File: src/rtl/lfrs_map.svh
// Register offsets, field positions, reset values and timing counts of the lock fault selector
`ifndef LFRS_MAP_SVH
`define LFRS_MAP_SVH

// ----------------------------------------------------------------
// Sizes
// ----------------------------------------------------------------
`define LFRS_ADDR_W        8
`define LFRS_NUM_FAULTS    3
`define LFRS_MODE_W        4
`define LFRS_SENSE_W       12
`define LFRS_RETRY_W       16

// ----------------------------------------------------------------
// Register byte offsets
// ----------------------------------------------------------------
`define LFRS_OFF_CTRL      8'h00
`define LFRS_OFF_MODE      8'h04
`define LFRS_OFF_HW_THR    8'h08
`define LFRS_OFF_SW_THR    8'h0C
`define LFRS_OFF_RETRY     8'h10
`define LFRS_OFF_FLAGS     8'h14
`define LFRS_OFF_IRQ_STAT  8'h18
`define LFRS_OFF_IRQ_MASK  8'h1C

// ----------------------------------------------------------------
// Field positions
// ----------------------------------------------------------------
`define LFRS_CTRL_CLR_BIT  0
`define LFRS_FLAGS_PH_LSB  4
`define LFRS_FLAGS_LAT_BIT 6

// ----------------------------------------------------------------
// Reset values
// ----------------------------------------------------------------
`define LFRS_MODE_RST      12'h000
`define LFRS_THR_RST       12'hFFF
`define LFRS_RETRY_RST     16'h0064
`define LFRS_BIT3_RST      3'h0

// ----------------------------------------------------------------
// Bus answers and timing
// ----------------------------------------------------------------
`define LFRS_RESP_OKAY     2'h0
`define LFRS_RESP_SLVERR   2'h2
`define LFRS_CLK_PERIOD_NS 25
`define LFRS_MS_IN_NS      1000000
`define LFRS_TICK_CYCLES   (`LFRS_MS_IN_NS / `LFRS_CLK_PERIOD_NS)

`endif

File: src/rtl/lfrs_pkg.sv
// Types and decode helpers of the lock fault selector
package lfrs_pkg;

   // Fault tracker state; the same codes name the state a mode enters
   typedef enum logic [1:0] {
      LFRS_ST_IDLE   = 2'b00,
      LFRS_ST_LATCH  = 2'b01,
      LFRS_ST_RETRY  = 2'b10,
      LFRS_ST_REPORT = 2'b11
   } lfrs_state_t;

   // Phase stage command
   typedef enum logic [1:0] {
      LFRS_PH_DRIVE = 2'b00,
      LFRS_PH_HIZ   = 2'b01,
      LFRS_PH_HSBRK = 2'b10,
      LFRS_PH_LSBRK = 2'b11
   } lfrs_phase_t;

   // Decoded response of one mode code
   typedef struct packed {
      lfrs_state_t enter;
      lfrs_phase_t act;
   } lfrs_resp_t;

   // Mode code to response; low two bits pick the stage action
   function automatic lfrs_resp_t lfrs_decode(input logic [3:0] code);
      lfrs_resp_t r;
      r.act = code[1] ? (code[0] ? LFRS_PH_LSBRK : LFRS_PH_HSBRK) : LFRS_PH_HIZ;
      casez (code)
         4'b1??1: r.enter = LFRS_ST_IDLE;
         4'b1???: r.enter = LFRS_ST_REPORT;
         4'b01??: r.enter = LFRS_ST_RETRY;
         default: r.enter = LFRS_ST_LATCH;
      endcase
      return r;
   endfunction

   // Rank for multi-fault arbitration: latched > retry > report
   function automatic logic [1:0] lfrs_rank(input lfrs_state_t s);
      case (s)
         LFRS_ST_LATCH:  return 2'h3;
         LFRS_ST_RETRY:  return 2'h2;
         LFRS_ST_REPORT: return 2'h1;
         default:        return 2'h0;
      endcase
   endfunction

endpackage

File: src/rtl/lfrs_top.sv
// Lock fault response selector: fault trackers, response arbitration, AXI4-Lite registers
`timescale 1ns/1ps
`include "lfrs_map.svh"
module lfrs_top #(
   parameter int unsigned TICK_CYCLES = `LFRS_TICK_CYCLES
) (
   input  wire logic                     clk_in,
   input  wire logic                     reset_in,
   input  wire logic [`LFRS_ADDR_W-1:0]  s_axi_awaddr_in,
   input  wire logic [2:0]               s_axi_awprot_in,
   input  wire logic                     s_axi_awvalid_in,
   output logic                          s_axi_awready_out,
   input  wire logic [31:0]              s_axi_wdata_in,
   input  wire logic [3:0]               s_axi_wstrb_in,
   input  wire logic                     s_axi_wvalid_in,
   output logic                          s_axi_wready_out,
   output logic [1:0]                    s_axi_bresp_out,
   output logic                          s_axi_bvalid_out,
   input  wire logic                     s_axi_bready_in,
   input  wire logic [`LFRS_ADDR_W-1:0]  s_axi_araddr_in,
   input  wire logic [2:0]               s_axi_arprot_in,
   input  wire logic                     s_axi_arvalid_in,
   output logic                          s_axi_arready_out,
   output logic [31:0]                   s_axi_rdata_out,
   output logic [1:0]                    s_axi_rresp_out,
   output logic                          s_axi_rvalid_out,
   input  wire logic                     s_axi_rready_in,
   input  wire logic                     motor_stall_detect_in,
   input  wire logic [`LFRS_SENSE_W-1:0] sense_amp_output_in,
   output lfrs_pkg::lfrs_phase_t         phase_ctrl_out,
   output logic                          fault_out_low,
   output logic                          irq_out
);
   import lfrs_pkg::*;

   // ----------------------------------------------------------------
   // Declarations
   // ----------------------------------------------------------------
   logic                     aw_free_reg;
   logic                     w_free_reg;
   logic                     ar_free_reg;
   logic                     bvalid_reg;
   logic                     rvalid_reg;
   logic [1:0]               bresp_reg;
   logic [1:0]               rresp_reg;
   logic [31:0]              rdata_reg;
   logic [`LFRS_ADDR_W-1:0]  awaddr_reg;
   logic [31:0]              wdata_reg;
   logic [3:0]               wstrb_reg;
   logic [11:0]              mode_reg;
   logic [11:0]              hw_thr_reg;
   logic [11:0]              sw_thr_reg;
   logic [15:0]              retry_reg;
   logic [2:0]               irq_stat_reg;
   logic [2:0]               irq_mask_reg;
   logic                     clear_reg;
   lfrs_phase_t              phase_reg;
   logic                     fault_low_reg;
   logic                     irq_reg;
   lfrs_state_t              st_vec [`LFRS_NUM_FAULTS];
   lfrs_resp_t               resp   [`LFRS_NUM_FAULTS];
   logic [2:0]               detect;
   logic [2:0]               trip;
   logic [2:0]               entry;
   logic [2:0]               retry_entry;
   logic [2:0]               active;
   logic [2:0]               latched;
   logic                     retry_done;
   logic [1:0]               best_rank;
   lfrs_phase_t              best_act;

   // ----------------------------------------------------------------
   // Fault detection
   // ----------------------------------------------------------------
   // Strict compare: a sense value equal to the threshold does not trip
   assign detect[0] = motor_stall_detect_in;
   assign detect[1] = sense_amp_output_in > hw_thr_reg;
   assign detect[2] = sense_amp_output_in > sw_thr_reg;

   // ----------------------------------------------------------------
   // Per-fault trackers
   // ----------------------------------------------------------------
   for (genvar i = 0; i < `LFRS_NUM_FAULTS; i++) begin : g_fault
      lfrs_state_t st_reg;
      lfrs_state_t st_next;

      // Same code table serves all three faults; 1xx1 disables, 1xx0 reports only
      assign resp[i]        = lfrs_decode(mode_reg[i*`LFRS_MODE_W +: `LFRS_MODE_W]);
      assign trip[i]        = detect[i] & (resp[i].enter != LFRS_ST_IDLE);
      assign entry[i]       = (st_reg == LFRS_ST_IDLE) & trip[i];
      assign retry_entry[i] = entry[i] & (resp[i].enter == LFRS_ST_RETRY);
      assign active[i]      = st_reg != LFRS_ST_IDLE;
      assign latched[i]     = st_reg == LFRS_ST_LATCH;
      assign st_vec[i]      = st_reg;

      // Latched waits for clear, retry for the timer, report follows the condition
      always_comb begin
         st_next = st_reg;
         case (st_reg)
            LFRS_ST_IDLE:   if (trip[i]) st_next = resp[i].enter;
            LFRS_ST_LATCH:  if (clear_reg) st_next = LFRS_ST_IDLE;
            LFRS_ST_RETRY:  if (retry_done) st_next = LFRS_ST_IDLE;
            LFRS_ST_REPORT: if (!trip[i]) st_next = LFRS_ST_IDLE;
            default:        st_next = LFRS_ST_IDLE;
         endcase
         if (resp[i].enter == LFRS_ST_IDLE) begin
            st_next = LFRS_ST_IDLE;
         end
      end

      always_ff @(posedge clk_in or posedge reset_in) begin
         if (reset_in) st_reg <= LFRS_ST_IDLE;
         else          st_reg <= st_next;
      end

      a_latch_hold: assert property (
         @(posedge clk_in) disable iff (reset_in)
         (latched[i] && !clear_reg && resp[i].enter != LFRS_ST_IDLE) |=> latched[i])
         else $error("latched fault left without clear");
      a_clear_frees: assert property (
         @(posedge clk_in) disable iff (reset_in)
         (latched[i] && clear_reg) |=> st_reg == LFRS_ST_IDLE)
         else $error("clear did not release latched fault");
      a_disabled_quiet: assert property (
         @(posedge clk_in) disable iff (reset_in)
         (resp[i].enter == LFRS_ST_IDLE) |=> !active[i])
         else $error("disabled fault became active");
      a_latch_entry: assert property (
         @(posedge clk_in) disable iff (reset_in)
         (entry[i] && resp[i].enter == LFRS_ST_LATCH) |=> latched[i])
         else $error("latched code did not latch");
      a_retry_entry: assert property (
         @(posedge clk_in) disable iff (reset_in)
         retry_entry[i] |=> st_reg == LFRS_ST_RETRY)
         else $error("retry code did not enter retry");
   end

   // ----------------------------------------------------------------
   // Retry interval and arbitration
   // ----------------------------------------------------------------
   // One timer for all faults; restarting it on every new retry fault lets the latest one set the wait
   lfrs_retry_timer #(
      .TICK_CYCLES    (TICK_CYCLES)
   ) u_retry (
      .clk_in         (clk_in),
      .reset_in       (reset_in),
      .start_in       (|retry_entry),
      .interval_ms_in (retry_reg),
      .done_out       (retry_done)
   );

   // Highest rank wins; on a tie the lower fault index keeps the stage
   always_comb begin
      best_rank = 2'h0;
      best_act  = LFRS_PH_DRIVE;
      for (int k = 0; k < `LFRS_NUM_FAULTS; k++) begin
         if (lfrs_rank(st_vec[k]) > best_rank) begin
            best_rank = lfrs_rank(st_vec[k]);
            best_act  = (st_vec[k] == LFRS_ST_REPORT) ? LFRS_PH_DRIVE : resp[k].act;
         end
      end
   end

   // Fault pin reacts one cycle after the tracker, well inside the allowed lag
   always_ff @(posedge clk_in or posedge reset_in) begin
      if (reset_in) begin
         phase_reg     <= LFRS_PH_DRIVE;
         fault_low_reg <= 1'b1;
         irq_reg       <= 1'b0;
      end else begin
         phase_reg     <= best_act;
         fault_low_reg <= ~|active;
         irq_reg       <= |(irq_stat_reg & irq_mask_reg);
      end
   end

   // ----------------------------------------------------------------
   // AXI4-Lite write path
   // ----------------------------------------------------------------
   wire        do_write = ~aw_free_reg & ~w_free_reg & ~bvalid_reg;
   wire [31:0] wmask    = {{8{wstrb_reg[3]}}, {8{wstrb_reg[2]}},
                           {8{wstrb_reg[1]}}, {8{wstrb_reg[0]}}};
   wire [31:0] wbits    = wdata_reg & wmask;
   wire [7:0]  wr_word  = {awaddr_reg[7:2], 2'b00};
   wire        wsel_ctl = wr_word == `LFRS_OFF_CTRL;
   wire        wsel_mod = wr_word == `LFRS_OFF_MODE;
   wire        wsel_hwt = wr_word == `LFRS_OFF_HW_THR;
   wire        wsel_swt = wr_word == `LFRS_OFF_SW_THR;
   wire        wsel_rty = wr_word == `LFRS_OFF_RETRY;
   wire        wsel_flg = wr_word == `LFRS_OFF_FLAGS;
   wire        wsel_ist = wr_word == `LFRS_OFF_IRQ_STAT;
   wire        wsel_msk = wr_word == `LFRS_OFF_IRQ_MASK;
   wire        wr_hit   = wsel_ctl | wsel_mod | wsel_hwt | wsel_swt |
                          wsel_rty | wsel_flg | wsel_ist | wsel_msk;

   // Byte-lane merge of each writable register
   wire [11:0] mode_next  = (do_write & wsel_mod) ? (mode_reg & ~wmask[11:0]) | wbits[11:0]
                                                  : mode_reg;
   wire [11:0] hw_thr_next = (do_write & wsel_hwt) ? (hw_thr_reg & ~wmask[11:0]) | wbits[11:0]
                                                   : hw_thr_reg;
   wire [11:0] sw_thr_next = (do_write & wsel_swt) ? (sw_thr_reg & ~wmask[11:0]) | wbits[11:0]
                                                   : sw_thr_reg;
   wire [15:0] retry_next = (do_write & wsel_rty) ? (retry_reg & ~wmask[15:0]) | wbits[15:0]
                                                  : retry_reg;
   wire [2:0]  mask_next  = (do_write & wsel_msk) ? (irq_mask_reg & ~wmask[2:0]) | wbits[2:0]
                                                  : irq_mask_reg;
   // New fault entries win over a write-one-to-clear in the same cycle
   wire [2:0]  w1c        = (do_write & wsel_ist) ? wbits[2:0] : 3'h0;
   wire [2:0]  irq_stat_next = (irq_stat_reg & ~w1c) | entry;
   wire        clear_next = do_write & wsel_ctl & wbits[`LFRS_CTRL_CLR_BIT];

   // Address and data are held separately so either may arrive first
   always_ff @(posedge clk_in or posedge reset_in) begin
      if (reset_in) begin
         aw_free_reg <= 1'b1;
         w_free_reg  <= 1'b1;
         bvalid_reg  <= 1'b0;
         bresp_reg   <= `LFRS_RESP_OKAY;
         awaddr_reg  <= 8'h00;
         wdata_reg   <= 32'h0000_0000;
         wstrb_reg   <= 4'h0;
      end else begin
         if (aw_free_reg & s_axi_awvalid_in) begin
            aw_free_reg <= 1'b0;
            awaddr_reg  <= s_axi_awaddr_in;
         end
         if (w_free_reg & s_axi_wvalid_in) begin
            w_free_reg <= 1'b0;
            wdata_reg  <= s_axi_wdata_in;
            wstrb_reg  <= s_axi_wstrb_in;
         end
         if (do_write) begin
            bvalid_reg <= 1'b1;
            bresp_reg  <= wr_hit ? `LFRS_RESP_OKAY : `LFRS_RESP_SLVERR;
         end else if (bvalid_reg & s_axi_bready_in) begin
            bvalid_reg  <= 1'b0;
            aw_free_reg <= 1'b1;
            w_free_reg  <= 1'b1;
         end
      end
   end

   // Configuration stays writable while faults are active; the core never stalls
   always_ff @(posedge clk_in or posedge reset_in) begin
      if (reset_in) begin
         mode_reg     <= `LFRS_MODE_RST;
         hw_thr_reg   <= `LFRS_THR_RST;
         sw_thr_reg   <= `LFRS_THR_RST;
         retry_reg    <= `LFRS_RETRY_RST;
         irq_mask_reg <= `LFRS_BIT3_RST;
         irq_stat_reg <= `LFRS_BIT3_RST;
         clear_reg    <= 1'b0;
      end else begin
         mode_reg     <= mode_next;
         hw_thr_reg   <= hw_thr_next;
         sw_thr_reg   <= sw_thr_next;
         retry_reg    <= retry_next;
         irq_mask_reg <= mask_next;
         irq_stat_reg <= irq_stat_next;
         clear_reg    <= clear_next;
      end
   end

   // ----------------------------------------------------------------
   // AXI4-Lite read path
   // ----------------------------------------------------------------
   wire [7:0]  rd_word  = {s_axi_araddr_in[7:2], 2'b00};
   wire [31:0] flags    = {25'h0, |latched, best_act, 1'b0, active};
   wire        rd_hit   = rd_word <= `LFRS_OFF_IRQ_MASK;
   wire [31:0] rd_data  =
      (rd_word == `LFRS_OFF_MODE)     ? {20'h0_0000, mode_reg}   :
      (rd_word == `LFRS_OFF_HW_THR)   ? {20'h0_0000, hw_thr_reg} :
      (rd_word == `LFRS_OFF_SW_THR)   ? {20'h0_0000, sw_thr_reg} :
      (rd_word == `LFRS_OFF_RETRY)    ? {16'h0000, retry_reg}    :
      (rd_word == `LFRS_OFF_FLAGS)    ? flags                    :
      (rd_word == `LFRS_OFF_IRQ_STAT) ? {29'h0, irq_stat_reg}    :
      (rd_word == `LFRS_OFF_IRQ_MASK) ? {29'h0, irq_mask_reg}    : 32'h0000_0000;

   // One read outstanding; address is taken only while no answer is pending
   always_ff @(posedge clk_in or posedge reset_in) begin
      if (reset_in) begin
         ar_free_reg <= 1'b1;
         rvalid_reg  <= 1'b0;
         rresp_reg   <= `LFRS_RESP_OKAY;
         rdata_reg   <= 32'h0000_0000;
      end else if (ar_free_reg & s_axi_arvalid_in) begin
         ar_free_reg <= 1'b0;
         rvalid_reg  <= 1'b1;
         rdata_reg   <= rd_data;
         rresp_reg   <= rd_hit ? `LFRS_RESP_OKAY : `LFRS_RESP_SLVERR;
      end else if (rvalid_reg & s_axi_rready_in) begin
         ar_free_reg <= 1'b1;
         rvalid_reg  <= 1'b0;
      end
   end

   // ----------------------------------------------------------------
   // Outputs
   // ----------------------------------------------------------------
   assign s_axi_awready_out = aw_free_reg;
   assign s_axi_wready_out  = w_free_reg;
   assign s_axi_bvalid_out  = bvalid_reg;
   assign s_axi_bresp_out   = bresp_reg;
   assign s_axi_arready_out = ar_free_reg;
   assign s_axi_rvalid_out  = rvalid_reg;
   assign s_axi_rresp_out   = rresp_reg;
   assign s_axi_rdata_out   = rdata_reg;
   assign phase_ctrl_out    = phase_reg;
   assign fault_out_low     = fault_low_reg;
   assign irq_out           = irq_reg;

   // ----------------------------------------------------------------
   // Checks
   // ----------------------------------------------------------------
   a_fault_pin_low: assert property (
      @(posedge clk_in) disable iff (reset_in) (|active) |=> !fault_out_low)
      else $error("active fault not shown on fault pin");
   a_report_drives: assert property (
      @(posedge clk_in) disable iff (reset_in)
      (!(|latched) && !(|retry_entry) && best_rank <= 2'h1) |=> phase_ctrl_out == LFRS_PH_DRIVE)
      else $error("report-only fault changed the stage");
   a_latch_wins: assert property (
      @(posedge clk_in) disable iff (reset_in)
      (st_vec[1] == LFRS_ST_LATCH && st_vec[0] != LFRS_ST_LATCH)
      |=> phase_ctrl_out == $past(resp[1].act))
      else $error("latched fault lost arbitration");
   c_latch_seen: cover property (@(posedge clk_in) disable iff (reset_in) |latched);
   c_retry_done: cover property (@(posedge clk_in) disable iff (reset_in) retry_done);
   c_report_only: cover property (
      @(posedge clk_in) disable iff (reset_in) st_vec[2] == LFRS_ST_REPORT);
endmodule

File: src/rtl/lfrs_retry_timer.sv
// Shared retry interval timer with a millisecond enable divider
`timescale 1ns/1ps
`include "lfrs_map.svh"
module lfrs_retry_timer #(
   parameter int unsigned TICK_CYCLES = `LFRS_TICK_CYCLES
) (
   input  wire logic                     clk_in,
   input  wire logic                     reset_in,
   input  wire logic                     start_in,
   input  wire logic [`LFRS_RETRY_W-1:0] interval_ms_in,
   output logic                          done_out
);
   logic                     busy_reg;
   logic                     done_reg;
   logic [31:0]              div_reg;
   logic [`LFRS_RETRY_W-1:0] cnt_reg;
   wire                      tick = busy_reg & (div_reg == TICK_CYCLES - 1);

   // A new start restarts the count, so the latest retry fault sets the wait
   always_ff @(posedge clk_in or posedge reset_in) begin
      if (reset_in) begin
         busy_reg <= 1'b0;
         done_reg <= 1'b0;
         div_reg  <= 32'h0000_0000;
         cnt_reg  <= 16'h0000;
      end else begin
         done_reg <= 1'b0;
         if (start_in) begin
            busy_reg <= 1'b1;
            div_reg  <= 32'h0000_0000;
            cnt_reg  <= interval_ms_in;
         end else if (tick) begin
            div_reg <= 32'h0000_0000;
            if (cnt_reg <= 16'h0001) begin
               busy_reg <= 1'b0;
               done_reg <= 1'b1;
            end else begin
               cnt_reg <= cnt_reg - 16'h0001;
            end
         end else if (busy_reg) begin
            div_reg <= div_reg + 32'h0000_0001;
         end
      end
   end

   assign done_out = done_reg;

   a_start_arms: assert property (
      @(posedge clk_in) disable iff (reset_in) start_in |=> busy_reg && !done_reg)
      else $error("retry timer not armed after start");
   a_done_ends: assert property (
      @(posedge clk_in) disable iff (reset_in) done_reg |-> !busy_reg && $past(busy_reg))
      else $error("retry done without a running interval");
endmodule

File: config.mk
export PLATFORM = sky130hd
export DESIGN_NAME = lfrs_top
export DESIGN_NICKNAME = d
export VERILOG_FILES = /design/src/rtl/lfrs_pkg.sv /design/src/rtl/lfrs_top.sv /design/src/rtl/lfrs_retry_timer.sv
export VERILOG_INCLUDE_DIRS = /design/src /design/src/rtl
export SDC_FILE = /design/constraint.sdc
export NUM_CORES = 1
export LEC_CHECK = 0
export BUFFER_PORTS_ARGS = -buffer_cell sky130_fd_sc_hd__buf_4
export CORE_ASPECT_RATIO = 1.1
export CORE_MARGIN = 2
export CORE_UTILIZATION = 45
export DETAILED_ROUTE_END_ITERATION = 8
export PLACE_DENSITY = 0.71
export SLEW_MARGIN = 20
export SYNTH_ARGS = -nofsm -noshare
export SYNTH_HDL_FRONTEND = slang
export SYNTH_SLANG_ARGS = --single-unit
export TNS_END_PERCENT = 5
File: constraint.sdc
create_clock -name clk_in -period 5 [get_ports clk_in]
set_input_delay 1 -clock clk_in [delete_from_list [all_inputs] [get_ports clk_in]]
set_output_delay 1 -clock clk_in [all_outputs]
set_load 0.01 [all_outputs]
==> results of run 1 <==
## final timing paths
path,start,to,slack [ns],depth (start not counted)
setup / recovery,sense_amp_output_in[7],u_retry.div_reg[14],1.65,9
hold / removal,s_axi_rdata_out[11],s_axi_rdata_out[11],0.49,2
setup reg to reg,flip-flop,u_retry.div_reg[14],1.74,9
hold reg to reg,s_axi_rdata_out[11],s_axi_rdata_out[11],0.49,2
max in group asynchronous,reset_in,s_axi_rdata_out[10],3.20,3
min in group asynchronous,reset_in,s_axi_rvalid_out,0.68,2
## logic make-up after synthesis
group | after synthesis | share of synthesized area (%)
xor+xnor | 18 | 1.75
mux | 96 | 12.1
other cells | 1 | 0.0417
flops | 166 | 46.7
fa+ha+maj | 45 | 6.26
buf+inv | 100 | 5.05
simple gates | 284 | 16.5
compound gates | 166 | 11.6
## per-layer routing
layer | vias up | part of all wire, % | GRT usage, %
met5 | - | 0 | 0
met4 | 0 | 2.0 | 7.02
met3 | 29 | 4.0 | 3.30
met2 | 171 | 51 | 35.5
met1 | 3440 | 43 | 25.7
li1 | 3280 | - | -
## power by group through the flow
| stage | clock (mW) | combinational (mW) | sequential, mW |
|---|---|---|---|
| 2_1_floorplan | 0 | 1.47 | 2.24 |
| 3_3_place_gp | 0 | 1.86 | 2.39 |
| 3_5_place_dp | 0 | 1.93 | 2.41 |
| 4_1_cts | 1.40 | 1.94 | 2.39 |
| 5_1_grt | 1.45 | 2.16 | 2.47 |
| 6_report | 1.38 | 1.93 | 2.40 |
## stage by stage
| stage | setup slack, ns | hold slack (ns) |
|---|---|---|
| 6_report | 1.65 | 0.490 |
| 5_1_grt | 1.51 | 0.521 |
| 4_1_cts | 1.66 | 0.499 |
| 3_5_place_dp | 1.21 | 0.482 |
| 3_3_place_gp | 1.20 | 0.467 |
| 2_1_floorplan | 1.73 | 0.466 |
## cell usage after synthesis (14+ instances only)
cell        n  area (um^2)
dfstp_2    31          815
mux2_2     84          946
ha_1       45          563
nand3_1    28          140
o31ai_1    16          120
nor4_1     21          131
dfrtp_1   135         3380
nor2_1     48          180
o21ai_0    48          240
or4_1      14          105
buf_4      18          135
nand2_1    82          308
a21oi_1    56          280
inv_1      56          210
nand4_1    16          100
clkbuf_1   21         78.8
## area by class of cell
class	count	share of cell area, %
repair buffers	81	5.97
well taps	252	3.03
flip-flops and latches	166	40.3
inverters	56	2.06
clock buffers	17	4.09
multi-input cells	627	42.5
clock inverters	15	2.02
## worst max-delay path, cell delays in order
cell and delay, ns:
buf_4 0.12, ha_1 0.32, a21oi_1 0.14, o21ai_0 0.15
a221oi_2 0.42, a21oi_2 0.20, or4_4 0.75, or4_1 0.55
o21ai_1 0.08
==> flow_summary.ini, run 1 <==
[floorplanning]
die-height_um = 152
die_area_um2 = 21100
design.core.area_um2 = 19700
start_util_pct = 45.6
die_width_um = 139
num_rows = 54
ios = 123

[sta]
min_period_ns = 3.35
final.setup_skew_ns = 0.0161
max_freq_ghz = 0.298
post-route-period-util_pct = 67.1
slew_violations = 0
setup_viol = 0
rsz0062_at_grt = false
tns_ns = 0
relSlewSlack_pct = 29.2
hold_viol = 0
tightest_slew_ns = 1.06

[final_layout]
multi_input_area_um2 = 4420
final_area_um2 = 10400
fin_cells = 1214
post-route-util_pct = 52.7
fill_cells = 1782
nets = 1072
n_antenna_cell = 0
area_delta_synth_final_pct = 15.7
drive_above_1_share_pct = 26.0
final_common_cell = dfrtp_1
ff_latch_area_um2 = 4190
mostFrequentLayoutCells = 135 x dfrtp_1, 84 x mux2_2, 82 x nand2_1, 80 x buf_4, 56 x a21oi_1

[detailed_routing]
wire_per_inst_um = 17.5
firstDrtPassIters = 5
vias = 6920
dr.first_iter.drc_count = 462
ant_nets = 0
remaining_drc_errors = 0
drt-total-wl_mm = 21.3
viasPerCell = 5.70

[clocking]
cts_buffers = 17
cts_max_path_buffers = 2
cts_num_sinks = 166
root_buffer = clkbuf_16
cts_max_level = 4
ctsResizeCount = 0
cts_hold_repair.buffers = 0
clk_latency_ns = 0.45
clk_pin_slew_worst_paths_ns = 0.07
cts_setup_buffers = 0
tritoncts = done

[global_route]
groute.usage.overall_pct = 20.3
first_global_vias = 6769
grt_pass1_wl_mm = 34.4
antenna_found_initial = 0
grt_overflow = 0
grt_max_degree = 135

[power_and_ir_drop]
p_leak_nw = 4.45
p_per_area_nw_per_um2 = 549
switchingPower_mw = 2.19
comb_power_share_pct = 33.8
peakVddDrop_mv = 0.294
seqPwrFrac_pct = 42.1
total_power_mw = 5.71
intPower_mw = 3.51
pwr-share-clk_pct = 24.1
swShare_pct = 38.5

[placed_design]
place_inst = 1182
dpl.hpwl_mm = 15.3
place_congestion = 0.858
placed_area_um2 = 9760
portBuffers = 76

[critical_path]
cp.arrival_ns = 3.72
crit_fanout = 27
worstSetupPathType = in -> reg
cp.required_ns = 5.37
endpoint_kind = flip-flop
startpoint_type = input pin

[synthesis]
syn_avg_cell_area_um2 = 10.3
netlist_area_um2 = 8990
synth_top_flop_cell = dfrtp_1
syn_inst = 876
ys_types = 64
synth_edf_count = 0
ys_ff_latch = 166
yosys_warnings = 0
ys_seq_area_share_pct = 46.7
async_flop_share_pct = 100

[worst_hold_path]
hp-class = reg -> reg

[outcome]
outcome = completed

[run]
max_cap_viol_count = 0
(Power assumes the default switching activity.)
==> run 2, diff against run 1 <==
--- a/config.mk
+++ b/config.mk
@@ -6,12 +6,13 @@
 export SDC_FILE = /design/constraint.sdc
 export NUM_CORES = 1
 export LEC_CHECK = 0
+export ABC_AREA = 1
 export BUFFER_PORTS_ARGS = -buffer_cell sky130_fd_sc_hd__buf_4
 export CORE_ASPECT_RATIO = 1.1
 export CORE_MARGIN = 2
 export CORE_UTILIZATION = 45
 export DETAILED_ROUTE_END_ITERATION = 8
-export PLACE_DENSITY = 0.71
+export PLACE_DENSITY = 0.68
 export SLEW_MARGIN = 20
 export SYNTH_ARGS = -nofsm -noshare
 export SYNTH_HDL_FRONTEND = slang
==> constraint.sdc (replaced) <==
create_clock -name clk_in -period 3.4 [get_ports clk_in]
set_input_delay 0.68 -clock clk_in [delete_from_list [all_inputs] [get_ports clk_in]]
set_output_delay 0.68 -clock clk_in [all_outputs]
set_load 0.01 [all_outputs]
==> run 2 against run 1 <==
Against the previous run:
- via count is 26% higher
- critical endpoint is now s_axi_rdata_out[4]
- routed wire length is 21% higher
- clock skew is 0.0065 ns lower
- combinational power is 92% higher
- power is 58% higher
- worst hold slack worse by 0.25 ns
==> flow_summary.ini, run 2 <==
[outcome]
outcome = completed

[sta]
post-route-period-util_pct = 88.1
rsz0062_at_grt = false
final.setup_skew_ns = 0.00957
slew_violations = 0
relSlewSlack_pct = 52.9
tns_ns = 0
hold_viol = 0
max_freq_ghz = 0.334
min_period_ns = 3.00
setup_viol = 0
tightest_slew_ns = 0.707

[synthesis]
synth.area.top_cells = dfrtp_1 34%, nand2_1 14%, dfstp_2 8.2%, inv_1 5.8%, ha_1 5.6%
ys_types = 51
ys_ff_latch = 166
synth_top_area_share_pct = 33.8
ys_seq_area_share_pct = 42.0
async_flop_share_pct = 100
yosys_warnings = 0
synth_edf_count = 0
synth_top_flop_cell = dfrtp_1
syn_inst = 1281
synth_top_area_cell = dfrtp_1
ys_top_cells_by_count = 366 x nand2_1, 154 x inv_1, 135 x dfrtp_1
netlist_area_um2 = 9980
syn_avg_cell_area_um2 = 7.79
yosysMostFrequentCell = nand2_1

[global_route]
grt_pass1_wl_mm = 42.9
first_global_vias = 8566
grt_overflow = 0
groute.usage.overall_pct = 22.8
grt_max_degree = 81
antenna_found_initial = 0

[floorplanning]
die_area_um2 = 23400
design.core.area_um2 = 22000
die_width_um = 146
num_rows = 57
ios = 123
die-height_um = 160
start_util_pct = 45.4

[detailed_routing]
ant_nets = 0
wire_per_inst_um = 15.4
viasPerCell = 5.24
firstDrtPassIters = 8
dr.first_iter.drc_count = 585
vias = 8742
drt-total-wl_mm = 25.7
remaining_drc_errors = 0

[clocking]
root_buffer = clkbuf_16
cts_num_sinks = 166
cts_max_level = 4
clk_pin_slew_worst_paths_ns = 0.07
tritoncts = done
cts_hold_repair.buffers = 0
ctsResizeCount = 0
cts_setup_buffers = 0
cts_max_path_buffers = 2
cts_buffers = 17
clk_latency_ns = 0.44

[final_layout]
nets = 1483
drive_above_1_share_pct = 15.0
n_antenna_cell = 0
fill_cells = 2173
mostFrequentLayoutCells = 366 x nand2_1, 153 x inv_1, 135 x dfrtp_1, 103 x nor2_1, 92 x buf_4
area_delta_synth_final_pct = 14.5
final_common_cell = nand2_1

[power_and_ir_drop]
seqPwrFrac_pct = 36.8
pwr-share-clk_pct = 22.0
p_per_area_nw_per_um2 = 789
total_power_mw = 9.02
comb_power_share_pct = 41.2
peakVddDrop_mv = 0.422
switchingPower_mw = 3.82
p_leak_nw = 5.39
intPower_mw = 5.20
swShare_pct = 42.3

[critical_path]
cp.required_ns = 3.72
endpoint_kind = flip-flop
crit_buf_inv = 5
worstSetupPathType = reg -> reg
max_stage_delay_ns = 0.38
critical-path-top-delay-family = adder cells
crit_fanout = 5
cp.arrival_ns = 3.32
cpMostUsedCell = nand2_1
startpoint_type = flip-flop
critical_path.cell_chain = inv_1 > ha_1 > inv_1 > ha_1 > a21boi_0 > nand2_1 > nand2_1 > o31ai_1 > inv_1 > ha_1 > inv_1 > o21ai_0 > buf_4 > nor2_1 > o21ai_0 > nand2_1 > nand2_1 > nand4_1 > nand2_1 > nand2_1
cp_slowest_cell = dfrtp_1

[placed_design]
dpl.hpwl_mm = 19.2
portBuffers = 76
place_congestion = 0.969

[worst_hold_path]
hp-class = in -> async

[run]
max_cap_viol_count = 0
==> run 2: power groups by stage <==
| stage | registers (mW) | clock network [mW] | logic, mW |
|---|---|---|---|
| floorplan | 3.16 | 0 | 2.82 |
| detailed placement | 3.34 | 0 | 3.71 |
| finish | 3.32 | 1.99 | 3.71 |
| CTS | 3.31 | 2.02 | 3.73 |
| global route | 3.40 | 2.10 | 4.25 |
| global placement | 3.32 | 0 | 3.62 |
==> run 2: per-layer routing <==
metal  global-route usage [%]  up-vias  routed length (um)
met5                        0        -                   0
met4                     6.75        0                 533
met3                     4.17       40                1540
met2                     37.0      278               11900
met1                     31.4     4108               11700
li1                         -     4316                   -
==> run 2: final cells by class <==
cell class | instances | area (um^2) | share of cell area, %
Tap cell | 295 | 369 | 3.23
Clock buffer | 18 | 450 | 3.94
Timing Repair Buffer | 94 | 731 | 6.40
Clock inverter | 14 | 159 | 1.39
Multi-Input combinational cell | 924 | 4930 | 43.1
Inverter | 157 | 596 | 5.21
Sequential cell | 166 | 4190 | 36.7
==> run 2: cells by family after synthesis <==
| kind of cell | Yosys count | share of synthesized area [%] |
|---|---|---|
| fa+ha+maj | 45 | 5.64 |
| other cells | 1 | 0.0376 |
| compound gates | 186 | 10.9 |
| xor+xnor | 33 | 2.90 |
| buf+inv | 208 | 9.26 |
| simple gates | 629 | 27.8 |
| flops | 166 | 42.0 |
| mux | 13 | 1.47 |
==> run 2: path summary, 6_finish.rpt <==
check | start | to | slack, ns | depth (start not counted)
max in group asynchronous | reset_in | s_axi_arready_out | 2.37 | 3
worst min-delay path | reset_in | awaddr_reg[6] | 0.24 | 2
worst max register to register | g_fault[0].st_reg[0] | s_axi_rdata_out[4] | 0.40 | 20
worst min register to register | s_axi_rdata_out[8] | s_axi_rdata_out[8] | 0.49 | 2
min in group clk_in | s_axi_awvalid_in | s_axi_awready_out | 0.40 | 2
worst max-delay path | g_fault[0].st_reg[0] | s_axi_rdata_out[4] | 0.40 | 20
==> run 2: worst reg2reg max path, stage by stage, from the launching register on <==
cell and delay (ns):
dfrtp_1 0.38, inv_1 0.11, ha_1 0.29, inv_1 0.05, ha_1 0.31, a21boi_0 0.13, nand2_1 0.10, nand2_1 0.09
o31ai_1 0.24, inv_1 0.07, ha_1 0.27, inv_1 0.03, o21ai_0 0.13, buf_4 0.15, nor2_1 0.04, o21ai_0 0.07
nand2_1 0.12, nand2_1 0.08, nand4_1 0.09, nand2_1 0.10, nand2_1 0.06
==> run 2: per-stage QoR <==
stage / instances / util [%] / setup WS (ns) / cell area, um^2 / hold WS [ns]
after floorplan: 1298 / - / 0.633 / 10000 / 0.470
after global placement: 1636 / 49.2 / 0.477 / 10800 / 0.468
after detailed placement: 1636 / 49.2 / 0.430 / 10800 / 0.477
after CTS: 1668 / 52.0 / 0.405 / 11400 / 0.245
after global routing: 1668 / 52.0 / 0.195 / 11400 / 0.263
final: 1668 / 52.0 / 0.403 / 11400 / 0.243
